## src/hw/t2c_pkg.sv

```systemverilog
// Package for the 8-bit timer block: register offsets, field positions,
// reset values, mode and clock-select encodings, bus and state carriers.
// Assumes a 32-bit Avalon-MM slave with byte addresses.
package t2c_pkg;

    // ----------------------------------------------------------------
    // Register byte offsets
    // ----------------------------------------------------------------
    localparam logic [4:0] T2C_OFS_CTRL_A = 5'h00;
    localparam logic [4:0] T2C_OFS_CTRL_B = 5'h04;
    localparam logic [4:0] T2C_OFS_COUNT = 5'h08;
    localparam logic [4:0] T2C_OFS_CMP_A = 5'h0c;
    localparam logic [4:0] T2C_OFS_CMP_B = 5'h10;
    localparam logic [4:0] T2C_OFS_MASK = 5'h14;
    localparam logic [4:0] T2C_OFS_FLAGS = 5'h18;

    // ----------------------------------------------------------------
    // Field positions
    // ----------------------------------------------------------------
    localparam int T2C_FORCE_A_BIT = 7;
    localparam int T2C_FORCE_B_BIT = 6;
    localparam int T2C_WGM_HI_BIT = 3;
    localparam int T2C_OVF_BIT = 0;
    localparam int T2C_CMPA_BIT = 1;
    localparam int T2C_CMPB_BIT = 2;

    // ----------------------------------------------------------------
    // Reset values and counts
    // ----------------------------------------------------------------
    localparam logic [7:0] T2C_REG_RESET = 8'h00;
    localparam logic [7:0] T2C_MAX = 8'hff;
    localparam logic [7:0] T2C_BOTTOM = 8'h00;
    localparam logic [9:0] T2C_PRE_MASK_8 = 10'h007;
    localparam logic [9:0] T2C_PRE_MASK_32 = 10'h01f;
    localparam logic [9:0] T2C_PRE_MASK_64 = 10'h03f;
    localparam logic [9:0] T2C_PRE_MASK_128 = 10'h07f;
    localparam logic [9:0] T2C_PRE_MASK_256 = 10'h0ff;
    localparam logic [9:0] T2C_PRE_MASK_1024 = 10'h3ff;

    typedef enum logic [2:0] {
        T2C_CS_STOP = 3'b000, T2C_CS_DIV1 = 3'b001, T2C_CS_DIV8 = 3'b010,
        T2C_CS_DIV32 = 3'b011, T2C_CS_DIV64 = 3'b100, T2C_CS_DIV128 = 3'b101,
        T2C_CS_DIV256 = 3'b110, T2C_CS_DIV1024 = 3'b111
    } t2c_clk_sel_type;

    typedef enum logic [2:0] {
        T2C_M_NORMAL = 3'b000, T2C_M_PC_FF = 3'b001, T2C_M_CTC = 3'b010,
        T2C_M_FAST_FF = 3'b011, T2C_M_RSV4 = 3'b100, T2C_M_PC_CMPA = 3'b101,
        T2C_M_RSV6 = 3'b110, T2C_M_FAST_CMPA = 3'b111
    } t2c_mode_type;

    typedef enum logic [1:0] {
        T2C_COM_OFF = 2'b00, T2C_COM_TOGGLE = 2'b01,
        T2C_COM_CLEAR = 2'b10, T2C_COM_SET = 2'b11
    } t2c_com_type;

    typedef struct packed {
        logic read;
        logic write;
        logic [4:0] address;
        logic [3:0] byteenable;
        logic [31:0] writedata;
    } t2c_avs_req_type;

    typedef struct packed {
        logic [2:0] src_sync;
        logic src_lvl;
        logic [9:0] presc;
        logic [7:0] ctrl_a;
        logic wgm_hi;
        logic [2:0] clk_sel;
        logic [7:0] count;
        logic [7:0] cmp_a;
        logic [7:0] cmp_b;
        logic [2:0] mask;
        logic [2:0] flags;
        logic down;
        logic block;
        logic [1:0] wave;
        logic [1:0] wave_en;
        logic [2:0] irq;
        logic waitreq;
        logic [31:0] rdata;
    } t2c_state_type;

endpackage

```

## src/hw/t2c_timer.sv

```systemverilog
// 8-bit timer/counter with two compare channels, prescaler, flags and
// interrupt requests, behind an Avalon-MM slave with waitrequest.
// Assumes the timer source clock is slower than a quarter of i_clk_sys.
//
// Decided for this implementation: the register offsets and register access over Avalon-MM.

// Summary of operation
// - Force strobes act only in non-PWM modes
// - Force strobe applies compare action to pin
// - Forced compare sets no flag, no clear
// - Force bits are write-only, read zero
// - Control B bits 5:4 read zero
// - Clock select: stop, direct, prescaled divides
// - Counter register is readable and writable
// - Counter write blocks next tick's match
// - Both compare registers compared with counter
// - Interrupt needs enable, global bit, flag
// - Compare match sets its channel flag
// - Vector acknowledge clears its flag
// - Writing one clears a flag
// - Overflow flag; phase-correct sets at bottom
// - Wave mode decode selects TOP and sequence
// - Output mode: off, toggle, clear, set
module t2c_timer
    import t2c_pkg::*;
(
    input wire logic i_clk_sys,
    input wire logic i_rstn,
    input wire logic i_clk_en,
    input wire logic i_timer_source_clock,
    input wire t2c_avs_req_type i_avs_req,
    input wire logic i_global_irq_en,
    input wire logic [2:0] i_irq_ack,
    output logic o_avs_waitrequest,
    output logic [31:0] o_avs_readdata,
    output logic o_wave_out_a,
    output logic o_wave_out_b,
    output logic [1:0] o_wave_en,
    output logic [2:0] o_irq
);

    t2c_state_type st_ff;
    t2c_state_type nxt_st;
    t2c_mode_type mode;
    logic pwm;
    logic pc;
    logic fast;
    logic [7:0] top;
    logic src_rise;
    logic tick;
    logic match_a;
    logic match_b;
    logic at_top;
    logic top_evt;
    logic [2:0] set_flags;
    logic [2:0] clr_flags;
    logic [1:0] frc;
    logic wr_en;
    logic rd_cap;

    // ----------------------------------------------------------------
    // Helpers
    // ----------------------------------------------------------------
    function automatic logic [9:0] presc_mask(input logic [2:0] sel);
        case (t2c_clk_sel_type'(sel))
            T2C_CS_DIV8: presc_mask = T2C_PRE_MASK_8;
            T2C_CS_DIV32: presc_mask = T2C_PRE_MASK_32;
            T2C_CS_DIV64: presc_mask = T2C_PRE_MASK_64;
            T2C_CS_DIV128: presc_mask = T2C_PRE_MASK_128;
            T2C_CS_DIV256: presc_mask = T2C_PRE_MASK_256;
            T2C_CS_DIV1024: presc_mask = T2C_PRE_MASK_1024;
            default: presc_mask = 10'h000;
        endcase
    endfunction

    // One channel's pin update; inv flips the action while counting down
    function automatic logic wave_next(input logic cur, input logic [1:0] com,
        input logic ev, input logic inv, input logic tog_ok, input logic top_ev);
        logic r;
        r = cur;
        if (ev)
        begin
            if (com == T2C_COM_TOGGLE)
            begin
                r = tog_ok ? ~cur : cur;
            end
            else if (com[1])
            begin
                r = com[0] ^ inv;
            end
        end
        if (top_ev && com[1])
        begin
            r = ~com[0];
        end
        wave_next = r;
    endfunction

    // ----------------------------------------------------------------
    // Next-state logic
    // ----------------------------------------------------------------
    always_comb
    begin
        nxt_st = st_ff;
        mode = t2c_mode_type'({st_ff.wgm_hi, st_ff.ctrl_a[1:0]});
        pwm = mode[0];
        pc = (mode[1:0] == 2'b01);
        fast = (mode[1:0] == 2'b11);
        // Reserved modes 4 and 6 fall back to a free up-count to 0xff
        top = (mode == T2C_M_CTC || mode == T2C_M_PC_CMPA || mode == T2C_M_FAST_CMPA)
            ? st_ff.cmp_a : T2C_MAX;

        // Source clock: only the second and third stages are compared
        nxt_st.src_sync = {st_ff.src_sync[1:0], i_timer_source_clock};
        src_rise = 1'b0;
        if (st_ff.src_sync[1] == st_ff.src_sync[2] && st_ff.src_sync[2] != st_ff.src_lvl)
        begin
            nxt_st.src_lvl = st_ff.src_sync[2];
            src_rise = st_ff.src_sync[2];
        end
        if (src_rise)
        begin
            nxt_st.presc = st_ff.presc + 10'h001;
        end
        // Prescaler runs free, so the first tick after a select may come early
        tick = src_rise && (st_ff.clk_sel == T2C_CS_DIV1
            || (st_ff.clk_sel != T2C_CS_STOP
            && (st_ff.presc & presc_mask(st_ff.clk_sel)) == presc_mask(st_ff.clk_sel)));

        match_a = (st_ff.count == st_ff.cmp_a) && !st_ff.block;
        match_b = (st_ff.count == st_ff.cmp_b) && !st_ff.block;
        at_top = (st_ff.count == top);
        set_flags = 3'b000;
        top_evt = 1'b0;

        // ------------------------------------------------------------
        // Counting sequence
        // ------------------------------------------------------------
        if (tick)
        begin
            nxt_st.block = 1'b0;
            set_flags[T2C_CMPA_BIT] = match_a;
            set_flags[T2C_CMPB_BIT] = match_b;
            if (pc)
            begin
                if (!st_ff.down)
                begin
                    if (at_top)
                    begin
                        nxt_st.down = 1'b1;
                        nxt_st.count = st_ff.count - 8'h01;
                    end
                    else
                    begin
                        nxt_st.count = st_ff.count + 8'h01;
                    end
                end
                else if (st_ff.count == T2C_BOTTOM)
                begin
                    nxt_st.down = 1'b0;
                    nxt_st.count = st_ff.count + 8'h01;
                    set_flags[T2C_OVF_BIT] = 1'b1;
                end
                else
                begin
                    nxt_st.count = st_ff.count - 8'h01;
                end
            end
            else
            begin
                nxt_st.down = 1'b0;
                nxt_st.count = at_top ? T2C_BOTTOM : st_ff.count + 8'h01;
                top_evt = fast && at_top;
                set_flags[T2C_OVF_BIT] = (mode == T2C_M_FAST_CMPA) ? at_top
                    : (st_ff.count == T2C_MAX);
            end
        end

        // ------------------------------------------------------------
        // Bus slave: one wait cycle, then a single answer cycle
        // ------------------------------------------------------------
        rd_cap = i_avs_req.read && st_ff.waitreq;
        wr_en = i_avs_req.write && !st_ff.waitreq && i_avs_req.byteenable[0];
        nxt_st.waitreq = !((i_avs_req.read || i_avs_req.write) && st_ff.waitreq);
        frc = 2'b00;
        clr_flags = i_irq_ack;
        if (rd_cap)
        begin
            nxt_st.rdata = 32'h0000_0000;
            case (i_avs_req.address)
                T2C_OFS_CTRL_A: nxt_st.rdata[7:0] = st_ff.ctrl_a;
                T2C_OFS_CTRL_B: nxt_st.rdata[7:0] = {4'h0, st_ff.wgm_hi, st_ff.clk_sel};
                T2C_OFS_COUNT: nxt_st.rdata[7:0] = st_ff.count;
                T2C_OFS_CMP_A: nxt_st.rdata[7:0] = st_ff.cmp_a;
                T2C_OFS_CMP_B: nxt_st.rdata[7:0] = st_ff.cmp_b;
                T2C_OFS_MASK: nxt_st.rdata[7:0] = {5'h00, st_ff.mask};
                T2C_OFS_FLAGS: nxt_st.rdata[7:0] = {5'h00, st_ff.flags};
                default: nxt_st.rdata = 32'h0000_0000;
            endcase
        end
        if (wr_en)
        begin
            case (i_avs_req.address)
                T2C_OFS_CTRL_A: nxt_st.ctrl_a = {i_avs_req.writedata[7:4], 2'b00,
                    i_avs_req.writedata[1:0]};
                T2C_OFS_CTRL_B:
                begin
                    nxt_st.wgm_hi = i_avs_req.writedata[T2C_WGM_HI_BIT];
                    nxt_st.clk_sel = i_avs_req.writedata[2:0];
                    if (!pwm)
                    begin
                        frc = {i_avs_req.writedata[T2C_FORCE_A_BIT],
                            i_avs_req.writedata[T2C_FORCE_B_BIT]};
                    end
                end
                T2C_OFS_COUNT:
                begin
                    nxt_st.count = i_avs_req.writedata[7:0];
                    nxt_st.block = 1'b1;
                end
                T2C_OFS_CMP_A: nxt_st.cmp_a = i_avs_req.writedata[7:0];
                T2C_OFS_CMP_B: nxt_st.cmp_b = i_avs_req.writedata[7:0];
                T2C_OFS_MASK: nxt_st.mask = i_avs_req.writedata[2:0];
                T2C_OFS_FLAGS: clr_flags = clr_flags | i_avs_req.writedata[2:0];
                default: nxt_st.mask = st_ff.mask;
            endcase
        end

        // A set in the same cycle as a clear wins; forces never set flags
        nxt_st.flags = (st_ff.flags & ~clr_flags) | set_flags;
        nxt_st.irq = nxt_st.flags & nxt_st.mask & {3{i_global_irq_en}};

        // ------------------------------------------------------------
        // Waveform outputs
        // ------------------------------------------------------------
        // Compare equal to TOP with set/clear mode is left to the TOP action in fast PWM; in phase-correct the pin holds
        nxt_st.wave[0] = wave_next(st_ff.wave[0], st_ff.ctrl_a[7:6],
            (tick && match_a && !(pwm && st_ff.ctrl_a[7] && st_ff.cmp_a == top)) || frc[1],
            pc && st_ff.down, !pwm || st_ff.wgm_hi, top_evt);
        nxt_st.wave[1] = wave_next(st_ff.wave[1], st_ff.ctrl_a[5:4],
            (tick && match_b && !(pwm && st_ff.ctrl_a[5] && st_ff.cmp_b == top)) || frc[0],
            pc && st_ff.down, !pwm, top_evt);
        nxt_st.wave_en = {nxt_st.ctrl_a[5:4] != T2C_COM_OFF,
            nxt_st.ctrl_a[7:6] != T2C_COM_OFF};
    end

    // ----------------------------------------------------------------
    // State register
    // ----------------------------------------------------------------
    always_ff @(posedge i_clk_sys or negedge i_rstn)
    begin
        if (!i_rstn)
        begin
            st_ff <= '0;
            st_ff.waitreq <= 1'b1;
        end
        else if (i_clk_en)
        begin
            st_ff <= nxt_st;
        end
    end

    assign o_avs_waitrequest = st_ff.waitreq;
    assign o_avs_readdata = st_ff.rdata;
    assign o_wave_out_a = st_ff.wave[0];
    assign o_wave_out_b = st_ff.wave[1];
    assign o_wave_en = st_ff.wave_en;
    assign o_irq = st_ff.irq;
endmodule

```

## config.mk

```make
export PLATFORM = sky130hd
export DESIGN_NAME = t2c_timer
export DESIGN_NICKNAME = d
export VERILOG_FILES = /design/src/hw/t2c_pkg.sv /design/src/hw/t2c_timer.sv
export SDC_FILE = /design/constraint.sdc
export NUM_CORES = 1
export LEC_CHECK = 0
export ABC_AREA = 1
export BUFFER_PORTS_ARGS = -buffer_cell sky130_fd_sc_hd__buf_2
export CAP_MARGIN = 10
export CORE_MARGIN = 4
export CORE_UTILIZATION = 61
export CTS_CLUSTER_DIAMETER = 60
export DETAILED_ROUTE_END_ITERATION = 8
export PLACE_DENSITY_LB_ADDON = 0.25
export SYNTH_ARGS = -nofsm -noshare
export SYNTH_HDL_FRONTEND = slang
export SYNTH_SLANG_ARGS = --single-unit
```

## constraint.sdc

```tcl
create_clock -name i_clk_sys -period 4.6 [get_ports i_clk_sys]
set_input_delay 0.69 -clock i_clk_sys [delete_from_list [all_inputs] [get_ports i_clk_sys]]
set_output_delay 0.69 -clock i_clk_sys [all_outputs]
set_load 0.03 [all_outputs]
```

==> impl_metrics.tcl <==
set metrics [dict create \
    power.density_mw_per_mm2 358.9 \
    min_period_ps 2389 \
    max_slew_margin_pct 48.68 \
    path_clk_slew_ps 80 \
    worstMarginPinSlew_ps 766.9 \
    arrival_ps 2610 \
    design_area_mm2 0.005323 \
    ys_top_cells_by_area "dfrtp_1 35%, nand2_1 13%, o21ai_0 7.7%, buf_4 5.8%, inv_1 5.4%" \
    start_util_pct 64.29 \
    dr.first_iter.drc_count 465 \
    synth-seq-cells 72 \
    period_share_pct 51.94 \
    dp.cells 812 \
    n_antenna_cell 0 \
    cts-htree-levels 3 \
    placementRows 32 \
    synthCells 703 \
    grt_first_pass_wirelength_mm 23.05 \
    synthSimpleGateAreaFrac_pct 29.36 \
    r2r_cells 12 \
    place_congestion 0.9736 \
    synth_top_family_by_area "simple AND/OR/NAND/NOR gates" \
    post_cts_resized 0 \
    synth_top_area_share_pct 35.04 \
    io_buffers 39 \
    dieArea_mm2 0.009836 \
    cts_tree "built" \
    power_frac_seq_pct 41.1 \
    clock_power_share_pct 30.4 \
    via_per_inst 5.864 \
    path_class "flop to flop" \
    synthDistinctLibCells 48 \
    hold_class "input port to async pin" \
    rsz0062_at_grt "no" \
    nFillCells 712 \
    route.vias.total 4855 \
    finalWirelength_mm 14.11 \
    r2r_setup_slack_ps 2210 \
    critPathLaunchType "flop" \
    drc 0 \
    cts_setup_buffers 0 \
    cts_made_buffers 9 \
    finalSetupViolCount 0 \
    antenna_found_initial 0 \
    grt_use_total_pct 29.51 \
    dp.final_hpwl_mm 10.48 \
    syn_area_per_cell_um2 7.214 \
    cts_buffer_depth 2 \
    cts_hold_buf 0 \
    place_ws_ps 2036 \
    synth_compound_area_share_pct 15.30 \
    yosysTopAreaCell "dfrtp_1" \
    clk-insertion-delay-late_ps 360 \
    grt_pass1_vias 4564 \
    intPower_mw 1.178 \
    cts.sinks 72 \
    finalHoldWorstSlack_ps 397.5 \
    synth_edf_count 0 \
    r2r-end "st_ff[42]" \
    fin_setup_tns_ps 0 \
    crit_end "st_ff[42]" \
    ys_seq_area_share_pct 35.55 \
    cts-root-buf "clkbuf_8" \
    p_comb_share_pct 28.5 \
    critPathLaunch "st_ff[64]" \
    layout-drive-gt1-share_pct 14.46 \
    switching_share_pct 38.33 \
    ys.flop_type "dfrtp_1" \
    area_delta_synth_final_pct 4.959 \
    status "completed" \
    die_y_um 99.18 \
    wl_per_cell_um 17.04 \
    report.final.slew_viol_count 0 \
    ir_drop_uv 209.7 \
    core_area_mm2 0.007888 \
    max_cap_viol_count 0 \
    synth_adder_area_share_pct 0.7402 \
    setup_ws_ps 2211 \
    max_freq_mhz 418.5 \
    timing.rr.start "st_ff[64]" \
    ys_warn_count 0 \
    async_flop_share_pct 100.0 \
    io_pins 91 \
    chipWidth_um 99.18 \
    syn_area_mm2 0.005071 \
    drt_pass1_iterations 5 \
    synthXorXnorAreaFrac_pct 3.627 \
    grt_max_degree 40 \
    p_switching_uw 732.3 \
    overflow 0 \
    power_leakage_nw 2.732 \
    cp_max_fo 8 \
    final_antenna_net_count 0 \
    nets 775 \
    placed_area_mm2 0.005102 \
    cp_data_required_time_ps 4820 \
    finClkSkew_ps 12.47 \
    muxShareOfSynthArea_pct 1.110 \
    hold_viol 0 \
    fin_cells 828 \
    end_kind "flop" \
]
[area by class of cell]
cell class              instances  area, um2  area share [%]
clock buffers                  10      127.6           2.398
clock inverters                 6      92.59           1.740
inverters                      87      336.6           6.323
multi-input cells             511       2633           49.46
flip-flops and latches         72       1803           33.87
well taps                     102      127.6           2.398
repair buffers                 40      202.7           3.808
[metrics by stage]
stage,util [%],total power [mW]
floorplan,-,1.220
global placement,64.69,1.310
detailed placement,64.69,1.330
CTS,67.48,1.906
global route,67.48,2.015
finish,67.48,1.910
[worst min-delay path by stage]
| stage | startpoint | end | slack, ps | cells after the start |
|---|---|---|---|---|
| global placement | st_ff[93] | st_ff[93] | 460 | 1 |
| CTS | i_rstn | st_ff[91] | 410 | 1 |
| detailed placement | nxt_st[96] | nxt_st[96] | 460 | 2 |
| floorplan | i_rstn | mode[0] | 390 | 0 |
| finish | i_rstn | st_ff[90] | 400 | 1 |
| global route | i_rstn | st_ff[93] | 450 | 1 |
[power groups by stage]
stage          clock [mW]  sequential, mW  combinational [mW]
2_1_floorplan           0           0.753               0.467
3_3_place_gp            0           0.790               0.520
3_5_place_dp            0           0.795               0.535
4_1_cts             0.585           0.783               0.538
5_1_grt             0.615           0.794               0.606
6_report            0.581           0.785               0.544
[cell usage in the layout, fill, tap and decap left out, types with 3 or more instances in the layout]
cell / count
nor2_2: 4
a21oi_1: 37
inv_1: 73
mux2_2: 5
clkbuf_8: 9
o22ai_1: 12
o21ai_0: 78
xnor2_1: 5
nand3_1: 39
nand3_2: 4
nand2_2: 4
nor2_1: 41
nand2_1: 179
xor2_1: 16
o31ai_1: 4
dfrtp_1: 71
conb_1: 24
nand4_1: 18
ha_1: 3
inv_2: 11
buf_2: 39
nor3_2: 7
nor3_1: 5
o21bai_1: 3
[worst max-delay path: stages (launching register included)]
cell and delay, ps:
dfrtp_1 570, inv_1 200, ha_1 270, inv_1 70
nor2_1 60, nand4_1 140, nor2_1 90, a21oi_2 310
nor2_1 80, o21ai_0 180, nand2_1 140, nand2_1 80
o21ai_1 70
[cell families after synthesis]
kind of cell / Yosys count
adders and majority gates: 3
DFF: 72
other: 1
muxes: 5
xor gates and xnor gates: 21
buffers and inverters: 143
and+or+nand+nor: 315
AOI/OAI and AO/OA: 143
[cell usage after synthesis, types with 5 or more instances]
library cell,instances
a21oi_1,37
buf_4,39
clkbuf_1,9
dfrtp_1,71
inv_1,73
inv_2,11
mux2_2,5
nand2_1,179
nand3_1,39
nand4_1,18
nor2_1,41
nor3_1,5
nor3_2,7
o21ai_0,78
o22ai_1,12
xnor2_1,5
xor2_1,16
[flip-flops by register name, indices dropped and copies added, names as in the netlist]
name	count
o_irq	3
st_ff	51
o_wave_out_a	1
o_wave_out_b	1
mode	3
o_wave_en	2
nxt_st	2
o_avs_waitrequest	1
o_avs_readdata	8
[metal layers]
| metal | GRT usage [%] | vias up | wire length [um] |
|---|---|---|---|
| met5 | 0 | - | 0 |
| li1 | - | 2284 | - |
| met2 | 46.85 | 241 | 6540 |
| met4 | 11.66 | 0 | 463 |
| met3 | 5.259 | 42 | 1162 |
| met1 | 40.22 | 2288 | 5941 |
(Power assumes the default switching activity.)
